===== src/common/switch_global_consts.svh =====
// named constants for the global identity and control register bank
// assumes inclusion by bare name from design files
`ifndef SWITCH_GLOBAL_CONSTS_SVH
`define SWITCH_GLOBAL_CONSTS_SVH

// register byte offsets
`define OFS_FAMILY        8'h00
`define OFS_CHIP_RUN      8'h01
`define OFS_GC0           8'h02
`define OFS_GC1           8'h03

// chip code and run control fields
`define RUN_BIT           0
`define RUN_RST           1'b1

// global control zero fields
`define GC0_ALT_BACKOFF   7
`define GC0_SOFT_RST      6
`define GC0_FLUSH_DYN     5
`define GC0_FLUSH_STA     4
`define GC0_CONF_DROP     1
`define GC0_LINK_AGE      0
`define GC0_WR_MASK       8'hC3
`define GC0_FIXED_ONES    8'h0C
`define GC0_RST           8'h00

// global control one fields
`define GC1_JUMBO         6
`define GC1_TXFC_DIS      5
`define GC1_RXFC_DIS      4
`define GC1_LEN_CHK       3
`define GC1_AGE_EN        2
`define GC1_FAST_AGE      1
`define GC1_AGGR_BACKOFF  0
`define GC1_WR_MASK       8'h7F
`define GC1_RST           8'h04

// frame classification
`define PAUSE_TYPE        16'h8808
`define PAUSE_DA          48'h0180C2000001
`define LEN_TYPE_LIMIT    16'h05DC

// timing
`define CLK_HZ            64'd125000000
`define FAST_AGE_US       64'd800
`define NORM_AGE_S        64'd300
`define FAST_AGE_CYC      ((`FAST_AGE_US * `CLK_HZ) / 64'd1000000)
`define NORM_AGE_CYC      (`NORM_AGE_S * `CLK_HZ)

`endif


===== src/common/switch_global_pkg.sv =====
// types shared by the global control register bank and its helpers
// assumes nothing beyond a single core clock
package switch_global_pkg;

  typedef enum logic [1:0] {FL_IDLE, FL_READ, FL_CHECK} flush_state_t;

  typedef struct packed {
    logic       run;
    logic [7:0] gc0;
    logic [7:0] gc1;
    logic       strap_load;
    logic [1:0] strap_s;
    logic [3:0] link_s1;
    logic [3:0] link_s2;
    logic [3:0] link_prev;
    logic       start_dyn;
    logic       start_sta;
    logic       age_all;
    logic       fast_once;
    logic [3:0] tx_pause;
    logic [3:0] rx_pause;
    logic       drop;
    logic       verdict;
    logic [7:0] rdata;
    logic       spi_ack;
    logic       miim_ack;
  } regs_t;

  function automatic logic one_hot4(input logic [3:0] v);
    return (v != 4'h0) && ((v & (v - 4'h1)) == 4'h0);
  endfunction : one_hot4

endpackage : switch_global_pkg


===== src/verilog/aging_timer.sv =====
// address aging pass generator: normal or fast period, plus single fast passes
// assumes control inputs come from logic on the same clock
`timescale 1ns/1ps
`include "switch_global_consts.svh"

module aging_timer #(
  parameter longint unsigned NORM_CYC = `NORM_AGE_CYC,
  parameter longint unsigned FAST_CYC = `FAST_AGE_CYC
) (
  input  wire logic clock,
  input  wire logic rst_n,
  input  wire logic age_en,
  input  wire logic fast_en,
  input  wire logic fast_once,
  output logic      age_tick
);

  initial
  begin
    if (FAST_CYC < 1 || NORM_CYC < FAST_CYC)
      $error("aging_timer: periods out of range");
  end

  typedef struct packed {
    logic [63:0] cnt;
    logic        once;
    logic        tick;
  } age_t;

  age_t        q;
  age_t        d;
  logic [63:0] limit;

  always_comb
  begin
    d     = q;
    d.tick = 1'b0;
    limit = (fast_en || q.once) ? FAST_CYC - 64'd1 : NORM_CYC - 64'd1;
    if (!age_en)
      d.cnt = 64'h0;
    else if (q.cnt >= limit)
    begin
      d.cnt  = 64'h0;
      d.tick = 1'b1;
      d.once = 1'b0;
    end
    else
      d.cnt = q.cnt + 64'h1;
    // a new unplug event during the closing pass still earns its own pass
    if (fast_once)
      d.once = 1'b1;
    if (!rst_n)
      d = '0;
  end

  always_ff @(posedge clock)
  begin
    q <= d;
  end

  assign age_tick = q.tick;

endmodule : aging_timer


===== src/verilog/flush_sequencer.sv =====
// walks an address table and deletes entries owned by learning-disabled ports
// assumes table read data is valid one cycle after tbl_rd
`timescale 1ns/1ps

module flush_sequencer #(
  parameter int DEPTH        = 1024,
  parameter bit STATIC_MATCH = 1'b0
) (
  input  wire logic                     clock,
  input  wire logic                     rst_n,
  input  wire logic                     start,
  input  wire logic [3:0]               learn_disable,
  output logic                          tbl_rd,
  output logic [$clog2(DEPTH)-1:0]      tbl_idx,
  input  wire logic                     tbl_valid,
  input  wire logic                     tbl_unicast,
  input  wire logic [3:0]               tbl_ports,
  output logic                          tbl_del,
  output logic                          busy
);

  localparam int IW = $clog2(DEPTH);
  localparam logic [IW-1:0] LAST = IW'(DEPTH - 1);

  initial
  begin
    if (DEPTH < 2)
      $error("flush_sequencer: DEPTH must be at least 2");
  end

  typedef struct packed {
    switch_global_pkg::flush_state_t st;
    logic [IW-1:0]                   idx;
  } fl_t;

  fl_t  q;
  fl_t  d;
  logic owned;
  logic hit;

  always_comb
  begin
    owned = (tbl_ports & learn_disable) != 4'h0;
    if (STATIC_MATCH)
      hit = tbl_valid && tbl_unicast && switch_global_pkg::one_hot4(tbl_ports) && owned;
    else
      hit = tbl_valid && owned;
    d = q;
    unique case (q.st)
      switch_global_pkg::FL_IDLE:
      begin
        d.idx = '0;
        if (start)
          d.st = switch_global_pkg::FL_READ;
      end
      switch_global_pkg::FL_READ:
        d.st = switch_global_pkg::FL_CHECK;
      switch_global_pkg::FL_CHECK:
      begin
        if (q.idx == LAST)
          d.st = switch_global_pkg::FL_IDLE;
        else
        begin
          d.idx = q.idx + IW'(1);
          d.st  = switch_global_pkg::FL_READ;
        end
      end
    endcase
    if (!rst_n)
      d = '{st: switch_global_pkg::FL_IDLE, idx: '0};
  end

  always_ff @(posedge clock)
  begin
    q <= d;
  end

  assign tbl_rd  = (q.st == switch_global_pkg::FL_READ);
  assign tbl_idx = q.idx;
  assign tbl_del = (q.st == switch_global_pkg::FL_CHECK) && hit;
  assign busy    = (q.st != switch_global_pkg::FL_IDLE);

endmodule : flush_sequencer


===== src/verilog/switch_global_control_regs.sv =====
// global identity and control registers of the four-port switch core
// assumes spi and miim front ends on the core clock hold a request until ack;
// link pins and the flow-control strap are asynchronous
`timescale 1ns/1ps
`include "switch_global_consts.svh"

// Summary of operation
// - run bit starts or halts switching
// - bit selects alternative conformance back-off
// - soft reset clears machines, keeps configuration
// - write one flushes learned table, self-clears
// - learned flush removes learning-disabled ports only
// - static flush deletes single-port unicast matches
// - conformance mode picks pause drop criterion
// - unplug triggers one fast aging pass
// - unplug ages out all learned addresses
// - bit permits two kilobyte frames
// - transmit pause follows negotiation unless disabled
// - receive pause follows negotiation unless disabled
// - one strap sets both pause disables
// - length field checked, mismatches dropped
// - aging enable bit, reset set
// - fast aging period selectable
// - aggressive half-duplex back-off enable
// - reachable from both spi and miim
module switch_global_control_regs #(
  parameter logic [7:0]      FAMILY_CODE = 8'h5A,  // arbitrary identity value
  parameter logic [3:0]      CHIP_CODE   = 4'hA,   // arbitrary identity value
  parameter logic [2:0]      REV_CODE    = 3'h1,   // arbitrary identity value
  parameter int              DYN_DEPTH   = 1024,
  parameter int              STA_DEPTH   = 32,
  parameter longint unsigned NORM_CYC    = `NORM_AGE_CYC,
  parameter longint unsigned FAST_CYC    = `FAST_AGE_CYC
) (
  input  wire logic                         clock,
  input  wire logic                         rst_n,
  input  wire logic                         spi_req,
  input  wire logic                         spi_wr,
  input  wire logic [7:0]                   spi_addr,
  input  wire logic [7:0]                   spi_wdata,
  output logic [7:0]                        spi_rdata,
  output logic                              spi_ack,
  input  wire logic                         miim_req,
  input  wire logic                         miim_wr,
  input  wire logic [7:0]                   miim_addr,
  input  wire logic [7:0]                   miim_wdata,
  output logic [7:0]                        miim_rdata,
  output logic                              miim_ack,
  input  wire logic                         fc_disable_strap,
  input  wire logic [3:0]                   link_up,
  input  wire logic [3:0]                   an_tx_pause,
  input  wire logic [3:0]                   an_rx_pause,
  input  wire logic [3:0]                   learn_disable,
  input  wire logic                         frame_valid,
  input  wire logic [47:0]                  frame_dst,
  input  wire logic [15:0]                  frame_type_len,
  input  wire logic [15:0]                  frame_payload_len,
  input  wire logic                         frame_is_pause,
  output logic                              frame_verdict,
  output logic                              frame_drop,
  output logic                              dyn_rd,
  output logic [$clog2(DYN_DEPTH)-1:0]      dyn_idx,
  input  wire logic                         dyn_valid,
  input  wire logic [3:0]                   dyn_port,
  output logic                              dyn_del,
  output logic                              sta_rd,
  output logic [$clog2(STA_DEPTH)-1:0]      sta_idx,
  input  wire logic                         sta_valid,
  input  wire logic                         sta_unicast,
  input  wire logic [3:0]                   sta_ports,
  output logic                              sta_del,
  output logic                              switch_run,
  output logic                              datapath_rst_n,
  output logic                              alt_backoff_en,
  output logic                              aggressive_backoff_en,
  output logic                              jumbo_en,
  output logic                              length_check_en,
  output logic [3:0]                        tx_pause_en,
  output logic [3:0]                        rx_pause_en,
  output logic                              age_tick,
  output logic                              age_out_all
);

  initial
  begin
    if (DYN_DEPTH < 2 || STA_DEPTH < 2)
      $error("switch_global_control_regs: table depths must be at least 2");
  end

  switch_global_pkg::regs_t q;
  switch_global_pkg::regs_t d;

  logic       spi_sel;
  logic       miim_sel;
  logic       acc;
  logic       acc_wr;
  logic [7:0] acc_addr;
  logic [7:0] acc_wdata;
  logic [7:0] rd_val;
  logic       dyn_busy;
  logic       sta_busy;
  logic       core_rst_n;
  logic       unplug;
  logic       fc_dis_now;

  assign core_rst_n = rst_n && !q.gc0[`GC0_SOFT_RST];

  // spi wins a tie, miim waits
  assign spi_sel   = spi_req && !q.spi_ack;
  assign miim_sel  = miim_req && !q.miim_ack && !spi_sel;
  assign acc       = spi_sel || miim_sel;
  assign acc_wr    = spi_sel ? spi_wr : miim_wr;
  assign acc_addr  = spi_sel ? spi_addr : miim_addr;
  assign acc_wdata = spi_sel ? spi_wdata : miim_wdata;

  // any port link to no link
  assign unplug = (q.link_prev & ~q.link_s2) != 4'h0;

  always_comb
  begin
    rd_val = 8'h00;
    unique case (acc_addr)
      `OFS_FAMILY:
        rd_val = FAMILY_CODE;
      `OFS_CHIP_RUN:
        rd_val = {CHIP_CODE, REV_CODE, q.run};
      // flush bits read busy until done
      `OFS_GC0:
      begin
        rd_val = q.gc0 | `GC0_FIXED_ONES;
        rd_val[`GC0_FLUSH_DYN] = dyn_busy || q.start_dyn;
        rd_val[`GC0_FLUSH_STA] = sta_busy || q.start_sta;
      end
      `OFS_GC1:
        rd_val = q.gc1 & `GC1_WR_MASK;
      default:
        rd_val = 8'h00;
    endcase
  end

  always_comb
  begin
    d           = q;
    d.start_dyn = 1'b0;
    d.start_sta = 1'b0;
    d.age_all   = 1'b0;
    d.fast_once = 1'b0;
    d.verdict   = 1'b0;
    d.spi_ack   = spi_sel;
    d.miim_ack  = miim_sel;
    fc_dis_now  = 1'b0;

    d.link_s1   = link_up;
    d.link_s2   = q.link_s1;
    d.link_prev = q.link_s2;
    d.strap_s   = {q.strap_s[0], fc_disable_strap};

    if (q.strap_load)
    begin
      fc_dis_now = q.strap_s[1];
      d.gc1[`GC1_TXFC_DIS] = fc_dis_now;
      d.gc1[`GC1_RXFC_DIS] = fc_dis_now;
      d.strap_load = 1'b0;
    end

    if (acc)
      d.rdata = rd_val;

    if (acc && acc_wr)
    begin
      unique case (acc_addr)
        `OFS_CHIP_RUN:
          d.run = acc_wdata[`RUN_BIT];
        `OFS_GC0:
        begin
          d.gc0 = acc_wdata & `GC0_WR_MASK;
          d.start_dyn = acc_wdata[`GC0_FLUSH_DYN] && !dyn_busy;
          d.start_sta = acc_wdata[`GC0_FLUSH_STA] && !sta_busy;
        end
        `OFS_GC1:
          d.gc1 = acc_wdata & `GC1_WR_MASK;
        default:
        begin
        end
      endcase
    end

    if (unplug && q.gc0[`GC0_LINK_AGE])
    begin
      d.fast_once = 1'b1;
      d.age_all   = 1'b1;
    end

    d.tx_pause = q.gc1[`GC1_TXFC_DIS] ? 4'h0 : an_tx_pause;
    d.rx_pause = q.gc1[`GC1_RXFC_DIS] ? 4'h0 : an_rx_pause;

    if (frame_valid)
    begin
      d.verdict = 1'b1;
      d.drop    = 1'b0;
      if (q.gc0[`GC0_CONF_DROP])
      begin
        if (frame_type_len == `PAUSE_TYPE || frame_dst == `PAUSE_DA)
          d.drop = 1'b1;
      end
      else if (frame_is_pause)
        d.drop = 1'b1;
      if (q.gc1[`GC1_LEN_CHK] && frame_type_len < `LEN_TYPE_LIMIT &&
          frame_type_len != frame_payload_len)
        d.drop = 1'b1;
    end

    if (q.gc0[`GC0_SOFT_RST])
    begin
      d.verdict   = 1'b0;
      d.drop      = 1'b0;
      d.start_dyn = 1'b0;
      d.start_sta = 1'b0;
      d.fast_once = 1'b0;
      d.age_all   = 1'b0;
    end

    // synchronous reset; the synchroniser keeps sampling so the strap is
    // settled when the load happens at the first edge after release
    if (!rst_n)
    begin
      d            = '0;
      d.run        = `RUN_RST;
      d.gc0        = `GC0_RST;
      d.gc1        = `GC1_RST;
      d.strap_load = 1'b1;
      d.strap_s    = {q.strap_s[0], fc_disable_strap};
      d.link_s1    = link_up;
      d.link_s2    = q.link_s1;
      d.link_prev  = q.link_s2;
    end
  end

  always_ff @(posedge clock)
  begin
    q <= d;
  end

  flush_sequencer #(
    .DEPTH        (DYN_DEPTH),
    .STATIC_MATCH (1'b0)
  ) u_dyn_flush (
    .clock         (clock),
    .rst_n         (core_rst_n),
    .start         (q.start_dyn),
    .learn_disable (learn_disable),
    .tbl_rd        (dyn_rd),
    .tbl_idx       (dyn_idx),
    .tbl_valid     (dyn_valid),
    .tbl_unicast   (1'b1),
    .tbl_ports     (dyn_port),
    .tbl_del       (dyn_del),
    .busy          (dyn_busy)
  );

  flush_sequencer #(
    .DEPTH        (STA_DEPTH),
    .STATIC_MATCH (1'b1)
  ) u_sta_flush (
    .clock         (clock),
    .rst_n         (core_rst_n),
    .start         (q.start_sta),
    .learn_disable (learn_disable),
    .tbl_rd        (sta_rd),
    .tbl_idx       (sta_idx),
    .tbl_valid     (sta_valid),
    .tbl_unicast   (sta_unicast),
    .tbl_ports     (sta_ports),
    .tbl_del       (sta_del),
    .busy          (sta_busy)
  );

  aging_timer #(
    .NORM_CYC (NORM_CYC),
    .FAST_CYC (FAST_CYC)
  ) u_aging (
    .clock     (clock),
    .rst_n     (core_rst_n),
    .age_en    (q.gc1[`GC1_AGE_EN]),
    .fast_en   (q.gc1[`GC1_FAST_AGE]),
    .fast_once (q.fast_once),
    .age_tick  (age_tick)
  );

  assign spi_rdata  = q.rdata;
  assign miim_rdata = q.rdata;
  assign spi_ack    = q.spi_ack;
  assign miim_ack   = q.miim_ack;

  assign switch_run            = q.run;
  assign datapath_rst_n        = !q.gc0[`GC0_SOFT_RST];
  assign alt_backoff_en        = q.gc0[`GC0_ALT_BACKOFF];
  assign aggressive_backoff_en = q.gc1[`GC1_AGGR_BACKOFF];
  assign jumbo_en              = q.gc1[`GC1_JUMBO];
  assign length_check_en       = q.gc1[`GC1_LEN_CHK];
  assign tx_pause_en           = q.tx_pause;
  assign rx_pause_en           = q.rx_pause;
  assign age_out_all           = q.age_all;
  assign frame_verdict         = q.verdict;
  assign frame_drop            = q.drop;

endmodule : switch_global_control_regs


===== config.mk =====
export PLATFORM = sky130hd
export DESIGN_NAME = switch_global_control_regs
export DESIGN_NICKNAME = d
export VERILOG_FILES = /design/src/common/switch_global_pkg.sv /design/src/verilog/aging_timer.sv /design/src/verilog/flush_sequencer.sv /design/src/verilog/switch_global_control_regs.sv
export VERILOG_INCLUDE_DIRS = /design/src /design/src/common
export SDC_FILE = /design/constraint.sdc
export NUM_CORES = 1
export LEC_CHECK = 0
export BUFFER_PORTS_ARGS = -buffer_cell sky130_fd_sc_hd__buf_4
export CELL_PAD_IN_SITES_DETAIL_PLACEMENT = 0
export CELL_PAD_IN_SITES_GLOBAL_PLACEMENT = 1
export CORE_MARGIN = 4
export CORE_UTILIZATION = 34
export DETAILED_ROUTE_END_ITERATION = 10
export PLACE_DENSITY_LB_ADDON = 0.1
export RECOVER_POWER = 50
export SLEW_MARGIN = 0
export SYNTH_ARGS = -nofsm -noshare
export SYNTH_HDL_FRONTEND = slang
export SYNTH_HIERARCHICAL = 1
export SYNTH_SLANG_ARGS = --single-unit

===== constraint.sdc =====
create_clock -name clock -period 2.5 [get_ports clock]
set_input_delay 0.125 -clock clock [delete_from_list [all_inputs] [get_ports clock]]
set_output_delay 0.125 -clock clock [all_outputs]
set_load 0.01 [all_outputs]

==> results.md <==
- Final Hold Viols: 0
- H-tree depth: 4
- DR vias/cell: 4.93
- Register-to-Register Setup Slack: about 0.082 ns
- Layout Cells excl Fill: roughly 1200
- Fin. max-slew vios: 0
- Port bufs: 202
- FP Rows: 50
- CTS root buffer: clkbuf_16
- Max_cap viols: 0
- CTS tree: built
- Clk pin slew, worst setup/hold paths: 0.06 ns
- Wl on met1: 7.62 mm
- WS Path Type: reg -> reg
- Die area: 21300 µm²
- P per Cell Area: 569 nW/µm²
- TritonCTS Buffers: 17
- Starting Density: 34.6%
- Chip width: 146 µm
- Post-route minimum period: 2.42 ns
- Routed len/inst: 15.2 µm
- NumNets Final: 1074
- Buf/Inv on CP: 2
- Layout cells sized above 1: 27.7%
- Clock tree buffer depth: 2
- Synth Warn #: 6
- # IOs: 203
- Final worst path period share: 96.7%
- Uppermost layer routed: met4
- Highest Clock Rate: 414 MHz
- Area of the multi-input gates: 3400 µm²
- Clock latency on the worst-skew pair: 0.42 ns
- Slew HR: 38.2%
- Final WL: between 15 and 20 mm
- GP Congestion: 0.886
- Status: finished, final reports clean
- Gr usage total: 16.1%
- Met3 wire length: 1.19 mm
- Critical Path Sink Type: register
- Util after Layout: 46.4%
- Final setup violation count: 0
- Post-CTS Setup Bufs: 0
- DRC violations left: 0
- Filler cell count: ~1800
- WHS Path Cells: 3
- Worst-Margin Slew: 0.925 ns
- Delay of the slowest critical-path stage: 0.34 ns
- Tot Pwr: about 4900 µW
- Clock Sinks: 135
- Worst R2R Path Depth: 10
- Area grow syn2layout: 34.2%
- Pin count of the biggest net entering global routing: 23
- Initial drt markers: between 200 and 300
- Hold Startpoint: frame_is_pause
- Worst clock skew: 0.00962 ns
- Gate Count Post-Synth: 697
- Worst endpoint required time: 2.81 ns
- FF-to-FF Start: q[40]
- Vias in the first global route: 5735
- Worst Hold End: frame_drop
- Setup WS pre-CTS: around 0.033 ns
- Final ANT Viol Nets: 0
- Grt ovf: 0
- Register area: 2700 µm²
- Post-Syn Area: 6460 µm²
- Worst-path cell chain: or2_4 -> buf_4 -> ha_1 -> nand2_2 -> nor4_4 -> or2b_1 -> o32a_4 -> nand3_4 -> clkbuf_16 -> nor2_2
- Hold WC Path Type: in -> reg
- Leakage: 0.00334 µW
- Critical path's top delay family: simple AND/OR/NAND/NOR gates
- CP max-delay cell: o32a_4
- Initial antenna violation count: 1
- Total number of vias: 5738
- Placed Cells: 1112
- Final WS setup: 0.0818 ns
- Critical path fanouts, max: 6
- Initial DRT Pass Iterations: 7
- Reg-to-reg endpoint: u_aging/q[31]
- VDD IR max: 0.437 mV
- Post-DP HPWL: 13.9 mm
- First-pass GRT wire length: 28.0 mm
- Die height: 146 µm
- Met2 WL: 8.76 mm
- WP data arrival: roughly 2.7 ns
- Placeable Area: 18700 µm²
- Synthesized area per cell: approximately 9.3 µm²
- Startpoint Class: register
==> layout by cell type (no fill, tap or decap), types with 6 or more instances in the layout <==
cell type,instances
nor2b_1,15
o21ai_0,21
nor2_2,21
xnor2_1,37
nor3_1,23
buf_4,152
inv_1,18
nor4_1,19
mux2i_1,10
dfxtp_1,135
nand2_1,59
clkbuf_16,19
and2_1,6
ha_1,9
a21oi_1,14
clkbuf_1,54
and3_1,9
nand4_1,20
nand3_1,35
conb_1,28
nor2_1,48
inv_6,6
a211oi_1,10
dlygate4sd3_1,15
xor2_1,13
==> worst max-delay path by stage <==
stage,start,to,slack [ns],depth (start not counted)
floorplan,u_aging/q[1],u_aging/q[25],0.06,10
global placement,u_aging/q[1],u_aging/q[24],0.05,9
detailed placement,u_aging/q[1],u_aging/q[16],0.03,9
CTS,u_aging/q[1],u_aging/q[37],0.02,9
global route,q[40],u_aging/q[31],-0.01,10
finish,q[40],u_aging/q[31],0.08,10
==> report_power, final <==
part	switching (µW)	internal (µW)
sequential	17.9	2200
combinational	170	236
clock	991	1320
total	1180	3760
==> stage by stage <==
stage	TNS (ns)	cell area [µm²]	hold slack, ns
global placement	0	8040	0.232
floorplan	0	6570	0.153
CTS	0	8740	0.0168
detailed placement	0	8040	0.231
finish	0	8680	0.0329
global route	-0.103	8670	0.0496
==> state kept, by name (all words and copies together), names as in the netlist <==
signal	count
switch_run	1
u_dyn_flush/tbl_idx	10
length_check_en	1
tx_pause_en	4
jumbo_en	1
q	24
rx_pause_en	4
frame_drop	1
u_aging/q	65
frame_verdict	1
spi_ack	1
aggressive_backoff_en	1
miim_rdata	8
u_sta_flush/tbl_idx	5
u_aging/age_tick	1
u_sta_flush/q	2
miim_ack	1
age_out_all	1
alt_backoff_en	1
u_dyn_flush/q	2
==> what timing repair did <==
action	CTS	global route
endpoints found under the setup margin	0	38
hold endpoints to repair	15	0
gates resized for setup	0	10
hold buffers	15	0
==> worst min-delay path, cell delays in order <==
cell	delay, ns
buf_4	0.07
o21ai_0	0.07
o21ai_0	0.15
==> final cells by class <==
cell class              instances  share of cell area [%]
well taps                     234                    3.37
repair buffers                232                    19.0
flip-flops and latches        135                    31.1
diodes                          1                  0.0288
multi-input cells             511                    39.2
inverters                      19                   0.822
clock inverters                13                    1.27
clock buffers                  19                    5.10
==> per-layer routing <==
| layer | track usage (%) | vias to the layer above |
|---|---|---|
| li1 | - | 2867 |
| met1 | 19.9 | 2649 |
| met2 | 27.6 | 209 |
| met3 | 4.55 | 13 |
| met4 | 4.46 | 0 |
| met5 | 0 | - |
Power figures use the tool's default switching activity.
